--- src/inc/nvm_params.svh ---
// Constants for the data EEPROM access controller.
`ifndef NVM_PARAMS_SVH
`define NVM_PARAMS_SVH
`define NVM_DATA_OFS 8'h08
`define NVM_ADDR_OFS 8'h09
`define NVM_CTRL_OFS 8'h88
`define NVM_UNLOCK_OFS 8'h89
`define NVM_BIT_DONE 4
`define NVM_BIT_ABORT 3
`define NVM_BIT_PERMIT 2
`define NVM_BIT_GO 1
`define NVM_BIT_FETCH 0
`define NVM_CTRL_POR 5'h00
`define NVM_KEY_FIRST 8'h55
`define NVM_KEY_SECOND 8'haa
`define NVM_CFG_LOCK_BIT 7
`define NVM_MEM_DEPTH 64
`define NVM_MEM_AW 6
`define NVM_CLK_HZ 40000000
`define NVM_POWERUP_DELAY_TIMER_MS 72
`define NVM_POWERUP_DELAY_TIMER_CYCLES (`NVM_POWERUP_DELAY_TIMER_MS * (`NVM_CLK_HZ / 1000))
`define NVM_WRITE_US 4000
`define NVM_WRITE_CYCLES (`NVM_WRITE_US * (`NVM_CLK_HZ / 1000000))
`define NVM_TMR_W 22
`endif

--- src/inc/nvm_pkg.sv ---
// Types shared by the data EEPROM access controller.
package nvm_pkg;
   typedef enum logic [1:0] {
      NVM_UNLOCK_IDLE,
      NVM_UNLOCK_GOT_FIRST,
      NVM_UNLOCK_ARMED
   } nvm_unlock_state_type;
endpackage

--- src/logic/nvm_tick_timer.sv ---
// Down counter that measures a fixed number of clock cycles.
`include "nvm_params.svh"
module nvm_tick_timer
   import nvm_pkg::*;
#(
   parameter logic [`NVM_TMR_W-1:0] COUNT = 22'h000010
) (
   input wire logic i_ref_clk,
   input wire logic i_clr,
   input wire logic i_start,
   output logic o_busy,
   output logic o_done
);
   logic [`NVM_TMR_W-1:0] cnt_ff;
   logic [`NVM_TMR_W-1:0] nxt_cnt;

   always_comb begin
      nxt_cnt = cnt_ff;
      if (i_clr) begin
         nxt_cnt = '0;
      end else if (i_start) begin
         nxt_cnt = COUNT;
      end else if (cnt_ff != '0) begin
         nxt_cnt = cnt_ff - 1'b1;
      end
   end

   always_ff @(posedge i_ref_clk) begin
      cnt_ff <= nxt_cnt;
   end

   assign o_busy = (cnt_ff != '0);
   assign o_done = (cnt_ff == {{(`NVM_TMR_W-1){1'b0}}, 1'b1}) && !i_clr;
endmodule

--- src/logic/nvm_unlock_seq.sv ---
// Tracker for the two-key unlock sequence ahead of a store.
`include "nvm_params.svh"
module nvm_unlock_seq
   import nvm_pkg::*;
(
   input wire logic i_ref_clk,
   input wire logic i_sys_rst,
   input wire logic i_reg_wr,
   input wire logic [7:0] i_reg_addr,
   input wire logic [7:0] i_reg_wdata,
   output logic o_armed
);
   nvm_unlock_state_type state_ff;
   nvm_unlock_state_type nxt_state;
   logic key_wr;

   assign key_wr = i_reg_wr && (i_reg_addr == `NVM_UNLOCK_OFS);

   // Every register write moves the tracker; only the exact order advances it.
   always_comb begin
      nxt_state = state_ff;
      if (i_reg_wr) begin
         nxt_state = NVM_UNLOCK_IDLE;
         unique case (state_ff)
            NVM_UNLOCK_IDLE: begin
               if (key_wr && i_reg_wdata == `NVM_KEY_FIRST) begin
                  nxt_state = NVM_UNLOCK_GOT_FIRST;
               end
            end
            NVM_UNLOCK_GOT_FIRST: begin
               if (key_wr && i_reg_wdata == `NVM_KEY_SECOND) begin
                  nxt_state = NVM_UNLOCK_ARMED;
               end else if (key_wr && i_reg_wdata == `NVM_KEY_FIRST) begin
                  nxt_state = NVM_UNLOCK_GOT_FIRST;
               end
            end
            NVM_UNLOCK_ARMED: begin
               if (key_wr && i_reg_wdata == `NVM_KEY_FIRST) begin
                  nxt_state = NVM_UNLOCK_GOT_FIRST;
               end
            end
            default: nxt_state = NVM_UNLOCK_IDLE;
         endcase
      end
   end

   always_ff @(posedge i_ref_clk) begin
      if (i_sys_rst) begin
         state_ff <= NVM_UNLOCK_IDLE;
      end else begin
         state_ff <= nxt_state;
      end
   end

   assign o_armed = (state_ff == NVM_UNLOCK_ARMED);
endmodule

--- src/logic/nvm_access_ctrl.sv ---
// Data EEPROM access controller with its four special function registers.
`include "nvm_params.svh"
module nvm_access_ctrl
   import nvm_pkg::*;
#(
   parameter logic [`NVM_TMR_W-1:0] POWERUP_DELAY_TIMER_CYCLES = `NVM_TMR_W'(`NVM_POWERUP_DELAY_TIMER_CYCLES),
   parameter logic [`NVM_TMR_W-1:0] WRITE_CYCLES = `NVM_TMR_W'(`NVM_WRITE_CYCLES)
) (
   input wire logic i_ref_clk,
   input wire logic i_sys_rst,
   input wire logic i_por_rst,
   input wire logic i_reg_wr,
   input wire logic i_reg_rd,
   input wire logic [7:0] i_reg_addr,
   input wire logic [7:0] i_reg_wdata,
   input wire logic [7:0] i_cfg_word,
   input wire logic i_code_protect,
   output logic [7:0] o_reg_rdata,
   output logic o_store_done_flag,
   output logic o_store_busy,
   output logic o_data_protected
);
   ////////////////////////////////////////////////////////////////////////////
   // Storage and registers.
   logic [7:0] mem [0:`NVM_MEM_DEPTH-1];
   logic [7:0] data_ff;
   logic [7:0] nxt_data;
   logic [7:0] addr_ff;
   logic [7:0] nxt_addr;
   logic [4:0] ctrl_ff;
   logic [4:0] nxt_ctrl;
   logic [7:0] wr_data_ff;
   logic [7:0] nxt_wr_data;
   logic [`NVM_MEM_AW-1:0] wr_addr_ff;
   logic [`NVM_MEM_AW-1:0] nxt_wr_addr;
   logic wr_valid_ff;
   logic nxt_wr_valid;
   logic [7:0] rdata_ff;
   logic [7:0] nxt_rdata;
   logic done_out_ff;
   logic busy_out_ff;
   logic prot_ff;

   logic armed;
   logic powerup_delay_timer_busy;
   logic wr_busy;
   logic wr_done;
   logic ctrl_wr;
   logic go_ok;
   logic addr_in_range;
   logic [7:0] mem_rd;

   ////////////////////////////////////////////////////////////////////////////
   // Helpers.
   nvm_unlock_seq u_unlock (
      .i_ref_clk(i_ref_clk),
      .i_sys_rst(i_sys_rst),
      .i_reg_wr(i_reg_wr),
      .i_reg_addr(i_reg_addr),
      .i_reg_wdata(i_reg_wdata),
      .o_armed(armed)
   );

   // Power-up delay timer restarts only on power-on reset.
   nvm_tick_timer #(.COUNT(POWERUP_DELAY_TIMER_CYCLES)) u_powerup_delay_timer (
      .i_ref_clk(i_ref_clk),
      .i_clr(1'b0),
      .i_start(i_por_rst),
      .o_busy(powerup_delay_timer_busy),
      .o_done()
   );

   // Self-timed erase-and-program cycle.
   nvm_tick_timer #(.COUNT(WRITE_CYCLES)) u_wr_tmr (
      .i_ref_clk(i_ref_clk),
      .i_clr(i_sys_rst),
      .i_start(go_ok),
      .o_busy(wr_busy),
      .o_done(wr_done)
   );

   ////////////////////////////////////////////////////////////////////////////
   // Control decode.
   assign ctrl_wr = i_reg_wr && (i_reg_addr == `NVM_CTRL_OFS);
   assign addr_in_range = (addr_ff[7:6] == 2'b00);
   assign mem_rd = addr_in_range ? mem[addr_ff[`NVM_MEM_AW-1:0]] : 8'h00;

   // Start needs keys, permit, idle engine, expired power-up delay.
   assign go_ok = ctrl_wr && i_reg_wdata[`NVM_BIT_GO] && armed
      && ctrl_ff[`NVM_BIT_PERMIT]
      && !powerup_delay_timer_busy
      && !ctrl_ff[`NVM_BIT_GO] && !i_sys_rst;

   always_comb begin
      nxt_ctrl = ctrl_ff;
      nxt_data = data_ff;
      nxt_addr = addr_ff;
      nxt_wr_data = wr_data_ff;
      nxt_wr_addr = wr_addr_ff;
      nxt_wr_valid = 1'b0;
      if (i_sys_rst) begin
         if (i_por_rst) begin
            nxt_ctrl = `NVM_CTRL_POR;
         end else begin
            // Abort flag keeps its value unless a store is cut short.
            nxt_ctrl[`NVM_BIT_DONE] = 1'b0;
            nxt_ctrl[`NVM_BIT_PERMIT] = 1'b0;
            nxt_ctrl[`NVM_BIT_GO] = 1'b0;
            nxt_ctrl[`NVM_BIT_FETCH] = 1'b0;
            if (wr_busy) begin
               nxt_ctrl[`NVM_BIT_ABORT] = 1'b1;
            end
         end
      end else begin
         if (i_reg_wr && i_reg_addr == `NVM_DATA_OFS) begin
            nxt_data = i_reg_wdata;
         end
         if (i_reg_wr && i_reg_addr == `NVM_ADDR_OFS) begin
            nxt_addr = i_reg_wdata;
         end
         if (ctrl_wr) begin
            nxt_ctrl[`NVM_BIT_DONE] = i_reg_wdata[`NVM_BIT_DONE];
            nxt_ctrl[`NVM_BIT_ABORT] = i_reg_wdata[`NVM_BIT_ABORT];
            nxt_ctrl[`NVM_BIT_PERMIT] = i_reg_wdata[`NVM_BIT_PERMIT];
            if (i_reg_wdata[`NVM_BIT_FETCH] && !ctrl_ff[`NVM_BIT_FETCH]) begin
               nxt_ctrl[`NVM_BIT_FETCH] = 1'b1;
            end
         end
         if (go_ok) begin
            nxt_ctrl[`NVM_BIT_GO] = 1'b1;
            nxt_wr_data = data_ff;
            nxt_wr_addr = addr_ff[`NVM_MEM_AW-1:0];
            nxt_wr_valid = 1'b0;
         end
         if (ctrl_ff[`NVM_BIT_FETCH]) begin
            nxt_data = mem_rd;
            nxt_ctrl[`NVM_BIT_FETCH] = 1'b0;
         end
         if (wr_done) begin
            nxt_ctrl[`NVM_BIT_GO] = 1'b0;
            nxt_ctrl[`NVM_BIT_DONE] = 1'b1;
            nxt_wr_valid = 1'b1;
         end
      end
   end

   always_ff @(posedge i_ref_clk) begin
      ctrl_ff <= nxt_ctrl;
      data_ff <= nxt_data;
      addr_ff <= nxt_addr;
      wr_data_ff <= nxt_wr_data;
      wr_addr_ff <= nxt_wr_addr;
      wr_valid_ff <= nxt_wr_valid;
   end

   // Cells are committed at the end of the timed cycle; out-of-range stores drop.
   logic wr_in_range_ff;
   logic nxt_wr_in_range;

   always_comb begin
      nxt_wr_in_range = wr_in_range_ff;
      if (go_ok) begin
         nxt_wr_in_range = addr_in_range;
      end
   end

   always_ff @(posedge i_ref_clk) begin
      wr_in_range_ff <= nxt_wr_in_range;
      if (wr_valid_ff && wr_in_range_ff) begin
         mem[wr_addr_ff] <= wr_data_ff;
      end
   end

   ////////////////////////////////////////////////////////////////////////////
   // Read path and status outputs.
   always_comb begin
      nxt_rdata = rdata_ff;
      if (i_sys_rst) begin
         nxt_rdata = 8'h00;
      end else if (i_reg_rd) begin
         unique case (i_reg_addr)
            `NVM_DATA_OFS: nxt_rdata = data_ff;
            `NVM_ADDR_OFS: nxt_rdata = addr_ff;
            `NVM_CTRL_OFS: nxt_rdata = {3'b000, ctrl_ff};
            `NVM_UNLOCK_OFS: nxt_rdata = 8'h00;
            default: nxt_rdata = 8'h00;
         endcase
      end
   end

   always_ff @(posedge i_ref_clk) begin
      rdata_ff <= nxt_rdata;
      if (i_sys_rst) begin
         done_out_ff <= 1'b0;
         busy_out_ff <= 1'b0;
         prot_ff <= 1'b0;
      end else begin
         done_out_ff <= nxt_ctrl[`NVM_BIT_DONE];
         busy_out_ff <= nxt_ctrl[`NVM_BIT_GO];
         prot_ff <= ~i_cfg_word[`NVM_CFG_LOCK_BIT] && i_code_protect |
            ~i_cfg_word[`NVM_CFG_LOCK_BIT];
      end
   end

   assign o_reg_rdata = rdata_ff;
   assign o_store_done_flag = done_out_ff;
   assign o_store_busy = busy_out_ff;
   assign o_data_protected = prot_ff;
endmodule

--- config.mk ---
export PLATFORM = sky130hd
export DESIGN_NAME = nvm_access_ctrl
export DESIGN_NICKNAME = d
export VERILOG_FILES = /design/src/inc/nvm_pkg.sv /design/src/logic/nvm_tick_timer.sv /design/src/logic/nvm_unlock_seq.sv /design/src/logic/nvm_access_ctrl.sv
export VERILOG_INCLUDE_DIRS = /design/src /design/src/inc
export SDC_FILE = /design/constraint.sdc
export NUM_CORES = 1
export LEC_CHECK = 0
export ABC_AREA = 1
export BUFFER_PORTS_ARGS = -buffer_cell sky130_fd_sc_hd__buf_2
export CAP_MARGIN = 20
export CORE_ASPECT_RATIO = 1.75
export CORE_MARGIN = 4
export CORE_UTILIZATION = 50
export DETAILED_ROUTE_END_ITERATION = 8
export HOLD_SLACK_MARGIN = 0.15
export PLACE_DENSITY = 0.66
export RECOVER_POWER = 50
export REMOVE_ABC_BUFFERS = 1
export SYNTH_ARGS = -nofsm -noshare
export SYNTH_HDL_FRONTEND = slang
export SYNTH_SLANG_ARGS = --single-unit
--- constraint.sdc ---
create_clock -name i_ref_clk -period 5 [get_ports i_ref_clk]
set_input_delay 1 -clock i_ref_clk [delete_from_list [all_inputs] [get_ports i_ref_clk]]
set_output_delay 1 -clock i_ref_clk [all_outputs]
set_load 0.01 [all_outputs]
# [Word level (Yosys, flattened, before mapping)]
# Memory sizes are Yosys's and may differ from the RTL's. A register that Yosys moved wholly into a read port is not among the register bits.
# Cells that the tools add are included.
[word_totals] mem_count=1 ramBits=512 ff_bits=94 in_bits=30
[mem_list] name="mem" words=64 width=8 rd=1 rd_clocked_by_memory_dff=1 wr=1 line="nvm_access_ctrl.sv:25" rtl="logic [7:0] mem [0:`NVM_MEM_DEPTH-1];"
[op_classes] mux=23 n_bitwise=3 reduce_logical=33 n_addsub=2 eq_ne=10
[ops] cell="$reduce_bool 22->1" count=2
[ops] cell="$sub 22x1->22 const B" count=2
[ops] cell="$mux 18" count=2
[ops] cell="$eq 8x8->1 const B" count=3
[ops] cell="$mux 8" count=3
[ops] cell="$pmux 8 s3" count=1
[ops] cell="$eq 22x1->1 const B" count=1
[ops] cell="$eq 8x4->1 const B" count=2
[ops] cell="$logic_and 1x1->1" count=16
[ops] cell="$mux 1" count=11
[ops] cell="$eq 8x7->1 const B" count=1
[ops] cell="$reduce_and 2->1" count=4
[ops] cell="$mux 6" count=1
[ops] cell="$reduce_bool 2->1" count=3
[ops] cell="$mux 5" count=1
[ops] cell="$logic_not 1->1" count=4
[ops] cell="$logic_not 2->1" count=2
[ops] cell="$mux 4" count=1
[ops] cell="$pmux 2 s2" count=1
[ops] cell="$reduce_or 2->1" count=2
[ops] cell="$mux 3" count=1
[ops] cell="$ne 3x1->1 const B" count=1
[ops] cell="$eq 2x1->1 const B" count=1
[ops] cell="$eq 2x2->1 const B" count=1
[ops] cell="3 further kinds" count=4

# [Logic depth before layout (Yosys ltp)]
[logic_depth] word_depth=11 ltp_mapped=14 mapped_depth_nobuf=11

# [By module]
# A second synthesis with hierarchy kept.
[unflattened] cells_unflattened=2399 hier_area_um2=25853.5
[modules_own_cells] module="nvm_access_ctrl" n_inst=1 seq_area_each_um2=16786.1 area_per_inst_um2=23157.2 cells_per_inst=1995
[modules_own_cells] module="nvm_tick_timer (u_powerup_delay_timer)" n_inst=1 seq_area_each_um2=440.4 area_per_inst_um2=1268.7 cells_per_inst=185
[modules_own_cells] module="nvm_tick_timer (u_wr_tmr)" n_inst=1 seq_area_each_um2=440.4 area_per_inst_um2=1214.9 cells_per_inst=180
[modules_own_cells] module="nvm_unlock_seq" n_inst=1 seq_area_each_um2=40.0 area_per_inst_um2=212.7 cells_per_inst=39

# [Least setup slack after synthesis]
# OpenSTA, ideal clock, no wires.
[synth_path] kind="input to register" start="input i_reg_addr[1]" end="register wr_addr_ff[0] (enable)" n_path_buf=0 t_arrival_ps=3023 stages=7 path_slack_ps=1551 required_ps=4574 cell_sequence="nor2_1 > nand2_1 > inv_1 > nand2_1 > nor4_1 > nand2_1 > nor4_1"
[synth_between] elab_chain_len=9
[synth_rtl] element="from (decl)" line="nvm_access_ctrl.sv:14" rtl="input wire logic [7:0] i_reg_addr,"
[synth_rtl] element="$eq 8x8->1"
[synth_rtl] element="$logic_and 1x1->1" line="nvm_access_ctrl.sv:84" rtl="assign ctrl_wr = i_reg_wr && (i_reg_addr == `NVM_CTRL_OFS);"
[synth_rtl] element="$logic_and 1x1->1 (6 in series)" line="nvm_access_ctrl.sv:89" rtl="assign go_ok = ctrl_wr && i_reg_wdata[`NVM_BIT_GO] && armed"
[synth_rtl] element="named net go_ok" line="nvm_access_ctrl.sv:49" rtl="logic go_ok;"
[synth_rtl] element="$reduce_and 2->1 (no source line)"
[synth_rtl] element="to (signal assigned)" line="nvm_access_ctrl.sv:152" rtl="wr_addr_ff <= nxt_wr_addr;"
[synth_rtl] element="to (decl)" line="nvm_access_ctrl.sv:34" rtl="logic [`NVM_MEM_AW-1:0] wr_addr_ff;"
# The timed path passes the listed nets, and every way through them passes these cells.
# A chain may end at the register's enable or synchronous reset.

# [Final worst setup path]
[layout_path] start="register wr_data_ff[1]" end="memory mem[11][1] (data pin)"
[layout_rtl] element="from (decl)" line="nvm_access_ctrl.sv:32" rtl="logic [7:0] wr_data_ff;"
[layout_rtl] element="from (signal assigned)" line="nvm_access_ctrl.sv:151" rtl="wr_data_ff <= nxt_wr_data;"
[layout_rtl] element="to (decl)" line="nvm_access_ctrl.sv:25"
# No word-level cell before the write port.

==> summary.txt <==
=====================================================================================
Count of buffers inserted at the top-level ports .......................           32
Worst-case setup slack after placement .................................      1930 ps
Count of synthesis-stage warnings from yosys ...........................            0
Cell Int Power .........................................................    0.00824 W
Ordered list of cells on the worst path ................................     clkbuf_1
Sw Share ...............................................................        23.4%
Die area ...............................................................    55000 um2
Setup total negative slack .............................................         0 ps
Worst-Margin Slew ......................................................      3270 ps
Initial antenna violation count ........................................            0
Final estimated routing congestion in global placement .................        0.952
Half-perimeter wire length after detailed placement ....................      37.2 mm
Max rail drop VDD ......................................................     0.350 mV
Drt pass-1 iters .......................................................            5
Register area ..........................................................    17700 um2
# DRC ..................................................................            0
Hold-fix buffers, CTS ..................................................            0
Gr usage total .........................................................        22.1%
Critical-path cell with the highest stage delay ........................ sky130_fd_sc_hd__clkbuf_1
Clock Power Share ......................................................        38.8%
Relative contribution of sequential cells to total power ...............        52.7%
Most used flip-flop cell after synthesis ............................... sky130_fd_sc_hd__edfxtp_1
Largest net degree at the start of global routing ......................          159
Async SR Flop Fraction .................................................           0%
Final setup violation count ............................................            0
Number of DRC markers after the initial detailed-route iteration .......         1439
CTS HTree Levels .......................................................            2
Most used cells in the layout excluding fill and tap cells ............. 799 x sky130_fd_sc_hd__nand2_1, 545 x sky130_fd_sc_hd__edfxtp_1, 475 x sky130_fd_sc_hd__nand3_1, 148 x sky130_fd_sc_hd__nor2_1, 65 x sky130_fd_sc_hd__inv_1
Maximum buffer depth of the clock tree .................................            3
CTS Root Cell .......................................................... sky130_fd_sc_hd__clkbuf_16
Total clock sinks ......................................................          612
Arrival time reported for the critical path endpoint ...................      3230 ps
Post-route clock period utilization ....................................        66.6%
Syn Area/Cell ..........................................................     10.7 um2
Worst flop-to-flop path endpoint ....................................... mem[11][1]$_DFFE_PP_
Number of vias after detailed routing ..................................        17171
R2R Path Start ......................................................... wr_data_ff[1]$_DFFE_PP_
Max Clock Skew .........................................................      19.3 ps
Number of gates resized after cts ......................................            0
Die Width ..............................................................       179 um
Number of nets with antenna violations after detailed routing ..........            0
Timing startpoint of the critical path ................................. wr_data_ff[1]$_DFFE_PP_
Violations in the final reports ........................................ capacitance limit, slew limit
Logic depth of the worst path, buffers included ........................            1
Post-detailed-route wirelength per cell ................................      19.7 um
Number of buffers inserted during clock tree synthesis .................           51
Worst-path clk slew ....................................................        70 ps
Antenna diode instance count ...........................................            0
Cell family with most CP delay ......................................... buffers and inverters
Post-layout power ......................................................     0.0108 W
Cell Area, Synth .......................................................    25600 um2
Global route total overflow ............................................            0
Kind of critical path ..................................................      reg2reg
Status ................................................................. finished with violations
TritonCTS clock tree ...................................................         done
Initial core utilization ...............................................        50.5%
Worst setup EP type ....................................................     register
Number of enable-type register cells in the synthesized netlist ........          545
Delay contributed by the slowest stage of the critical path ............      2300 ps
Timing endpoint of the critical path ................................... mem[11][1]$_DFFE_PP_
FMAX ...................................................................      300 MHz
Multi-input gate area in the final layout ..............................     7010 um2
Maximum net fanout on the critical path ................................           64
Area added between synthesis and finish ................................        9.24%
Number of pins with negative max-slew slack in the final report ........          405
Part of the power in combinational logic ...............................         8.5%
Number of unique standard cell types used by synthesis .................           41
Number of top-level pins ...............................................           41
Final layout net count .................................................         2406
Smallest setup slack after layout ......................................      1670 ps
First-pass GRT wire length .............................................      93.3 mm
Detailed-route wire length .............................................      60.7 mm
Sequential share of the synthesized area ...............................        69.2%
Switching power total ..................................................    0.00251 W
WP buf/inv .............................................................            1
Core Footprint .........................................................    50600 um2
Startpoint types .......................................................     register
Setup slack of the worst register-to-register path .....................      1670 ps
Fill cell total of the finished layout .................................         4224
Crit path time final ...................................................      3330 ps
Endpoint required time on the critical path ............................      4900 ps
Min-Delay Path Class ...................................................      reg2reg
Postcts setup bufs .....................................................            0
Power per cell area ....................................................   385 nW/um2
Via count of the first global-routing pass .............................        16968
P_leak .................................................................      10.1 nW
Worst reg-to-reg path cell count .......................................            1
Hold Fails Final Rpt ...................................................            0
Share of post-route cells with drive strength above 1 ..................        6.42%
Number of standard cells after synthesis ...............................         2379
Post-synthesis sequential element count ................................          612
Most frequent standard cell in the layout excluding fill and tap cells . sky130_fd_sc_hd__nand2_1
Worst-case headroom to the max-slew limit ..............................        -118%
Setup repair after global routing missed its margin ....................        false
Overall die height .....................................................       307 um
Number of standard-cell rows in the floorplan ..........................          109
Worst Hold Margin ......................................................       456 ps
Insertion delay to the later sink of the worst-skew pair ...............       580 ps
Via density per instance ...............................................         5.58
Max-cap violation count ................................................            9
=====================================================================================
==> sequential cells by signal, summed over array words and instances (netlist names), 5 cells and up, named ones only <==
name and flops:
u_wr_tmr.cnt_ff 22, addr_ff 8, wr_addr_ff 6, wr_data_ff 8, u_powerup_delay_timer.cnt_ff 22, data_ff 8, o_reg_rdata 8, mem 512
ctrl_ff 5
==> final cells by class <==
class,count,share of cell area (%)
sequential,612,63.4
tap,666,2.98
clock inverter,34,1.39
inverter,70,0.967
timing repair buffer,56,1.22
multi-input combinational,1580,25.1
clock buffer,61,4.93
==> power by group through the flow <==
stage / sequential [W] / clock, W / combinational (W)
3_5_place_dp: 0.00578 / 0 / 0.000916
2_1_floorplan: 0.00575 / 0 / 0.000707
3_3_place_gp: 0.00577 / 0 / 0.000901
6_report: 0.00566 / 0.00417 / 0.000914
4_1_cts: 0.00566 / 0.00424 / 0.000920
5_1_grt: 0.00567 / 0.00445 / 0.00104
==> cell usage after synthesis (16+ instances only) <==
master	n	area, um2
sky130_fd_sc_hd__buf_2	48	240
sky130_fd_sc_hd__dfxtp_1	67	1340
sky130_fd_sc_hd__nor3_1	16	80.1
sky130_fd_sc_hd__nand2_1	799	3000
sky130_fd_sc_hd__nand3_1	475	2380
sky130_fd_sc_hd__nor2_1	147	552
sky130_fd_sc_hd__a21oi_1	34	170
sky130_fd_sc_hd__clkbuf_1	30	113
sky130_fd_sc_hd__buf_1	21	78.8
sky130_fd_sc_hd__inv_1	66	248
sky130_fd_sc_hd__edfxtp_1	545	16400
sky130_fd_sc_hd__nand4_1	22	138
sky130_fd_sc_hd__buf_4	16	120
==> worst min path at each step <==
stage | slack, ps | to | depth (start not counted) | start
6_report | 460 | wr_addr_ff[5]$_DFFE_PP_ | 0 | addr_ff[5]$_DFFE_PP_
5_1_grt | 460 | wr_addr_ff[5]$_DFFE_PP_ | 0 | addr_ff[5]$_DFFE_PP_
4_1_cts | 450 | wr_addr_ff[5]$_DFFE_PP_ | 0 | addr_ff[5]$_DFFE_PP_
3_5_place_dp | 440 | wr_addr_ff[5]$_DFFE_PP_ | 0 | addr_ff[5]$_DFFE_PP_
3_3_place_gp | 440 | wr_addr_ff[5]$_DFFE_PP_ | 0 | addr_ff[5]$_DFFE_PP_
2_1_floorplan | 430 | wr_addr_ff[5]$_DFFE_PP_ | 0 | addr_ff[5]$_DFFE_PP_
==> per-layer routing <==
metal	wire, um	share of wire [%]	vias up	global-route usage, %
li1	-	-	8200	-
met2	31900	53	625	39.8
met5	0	0	-	0
met1	21800	36	8158	25.5
met3	3700	6.1	188	2.67
met4	3370	5.6	0	11.2
==> kinds of logic (layout without fill, tap and decap cells) <==
family	after synthesis	after routing	synth area share, %
AND/OR/NAND/NOR	1497	1497	25.3
flip-flops	612	612	69.2
buffers and inverters	187	221	3.31
AO/OA/AOI/OAI	60	60	1.29
XOR/XNOR	18	18	0.616
adder cells (fa/ha/maj)	5	5	0.245
==> through the flow <==
step                      std cells  instance area [um2]  util [%]
final                          3079                27900      55.2
after CTS                      3077                28000      55.3
after floorplan                2262                25000         -
after global placement         2982                26200      51.8
after detailed placement       2982                26200      51.8
after global routing           3079                27900      55.2
Power figures use the tool's default switching activity.
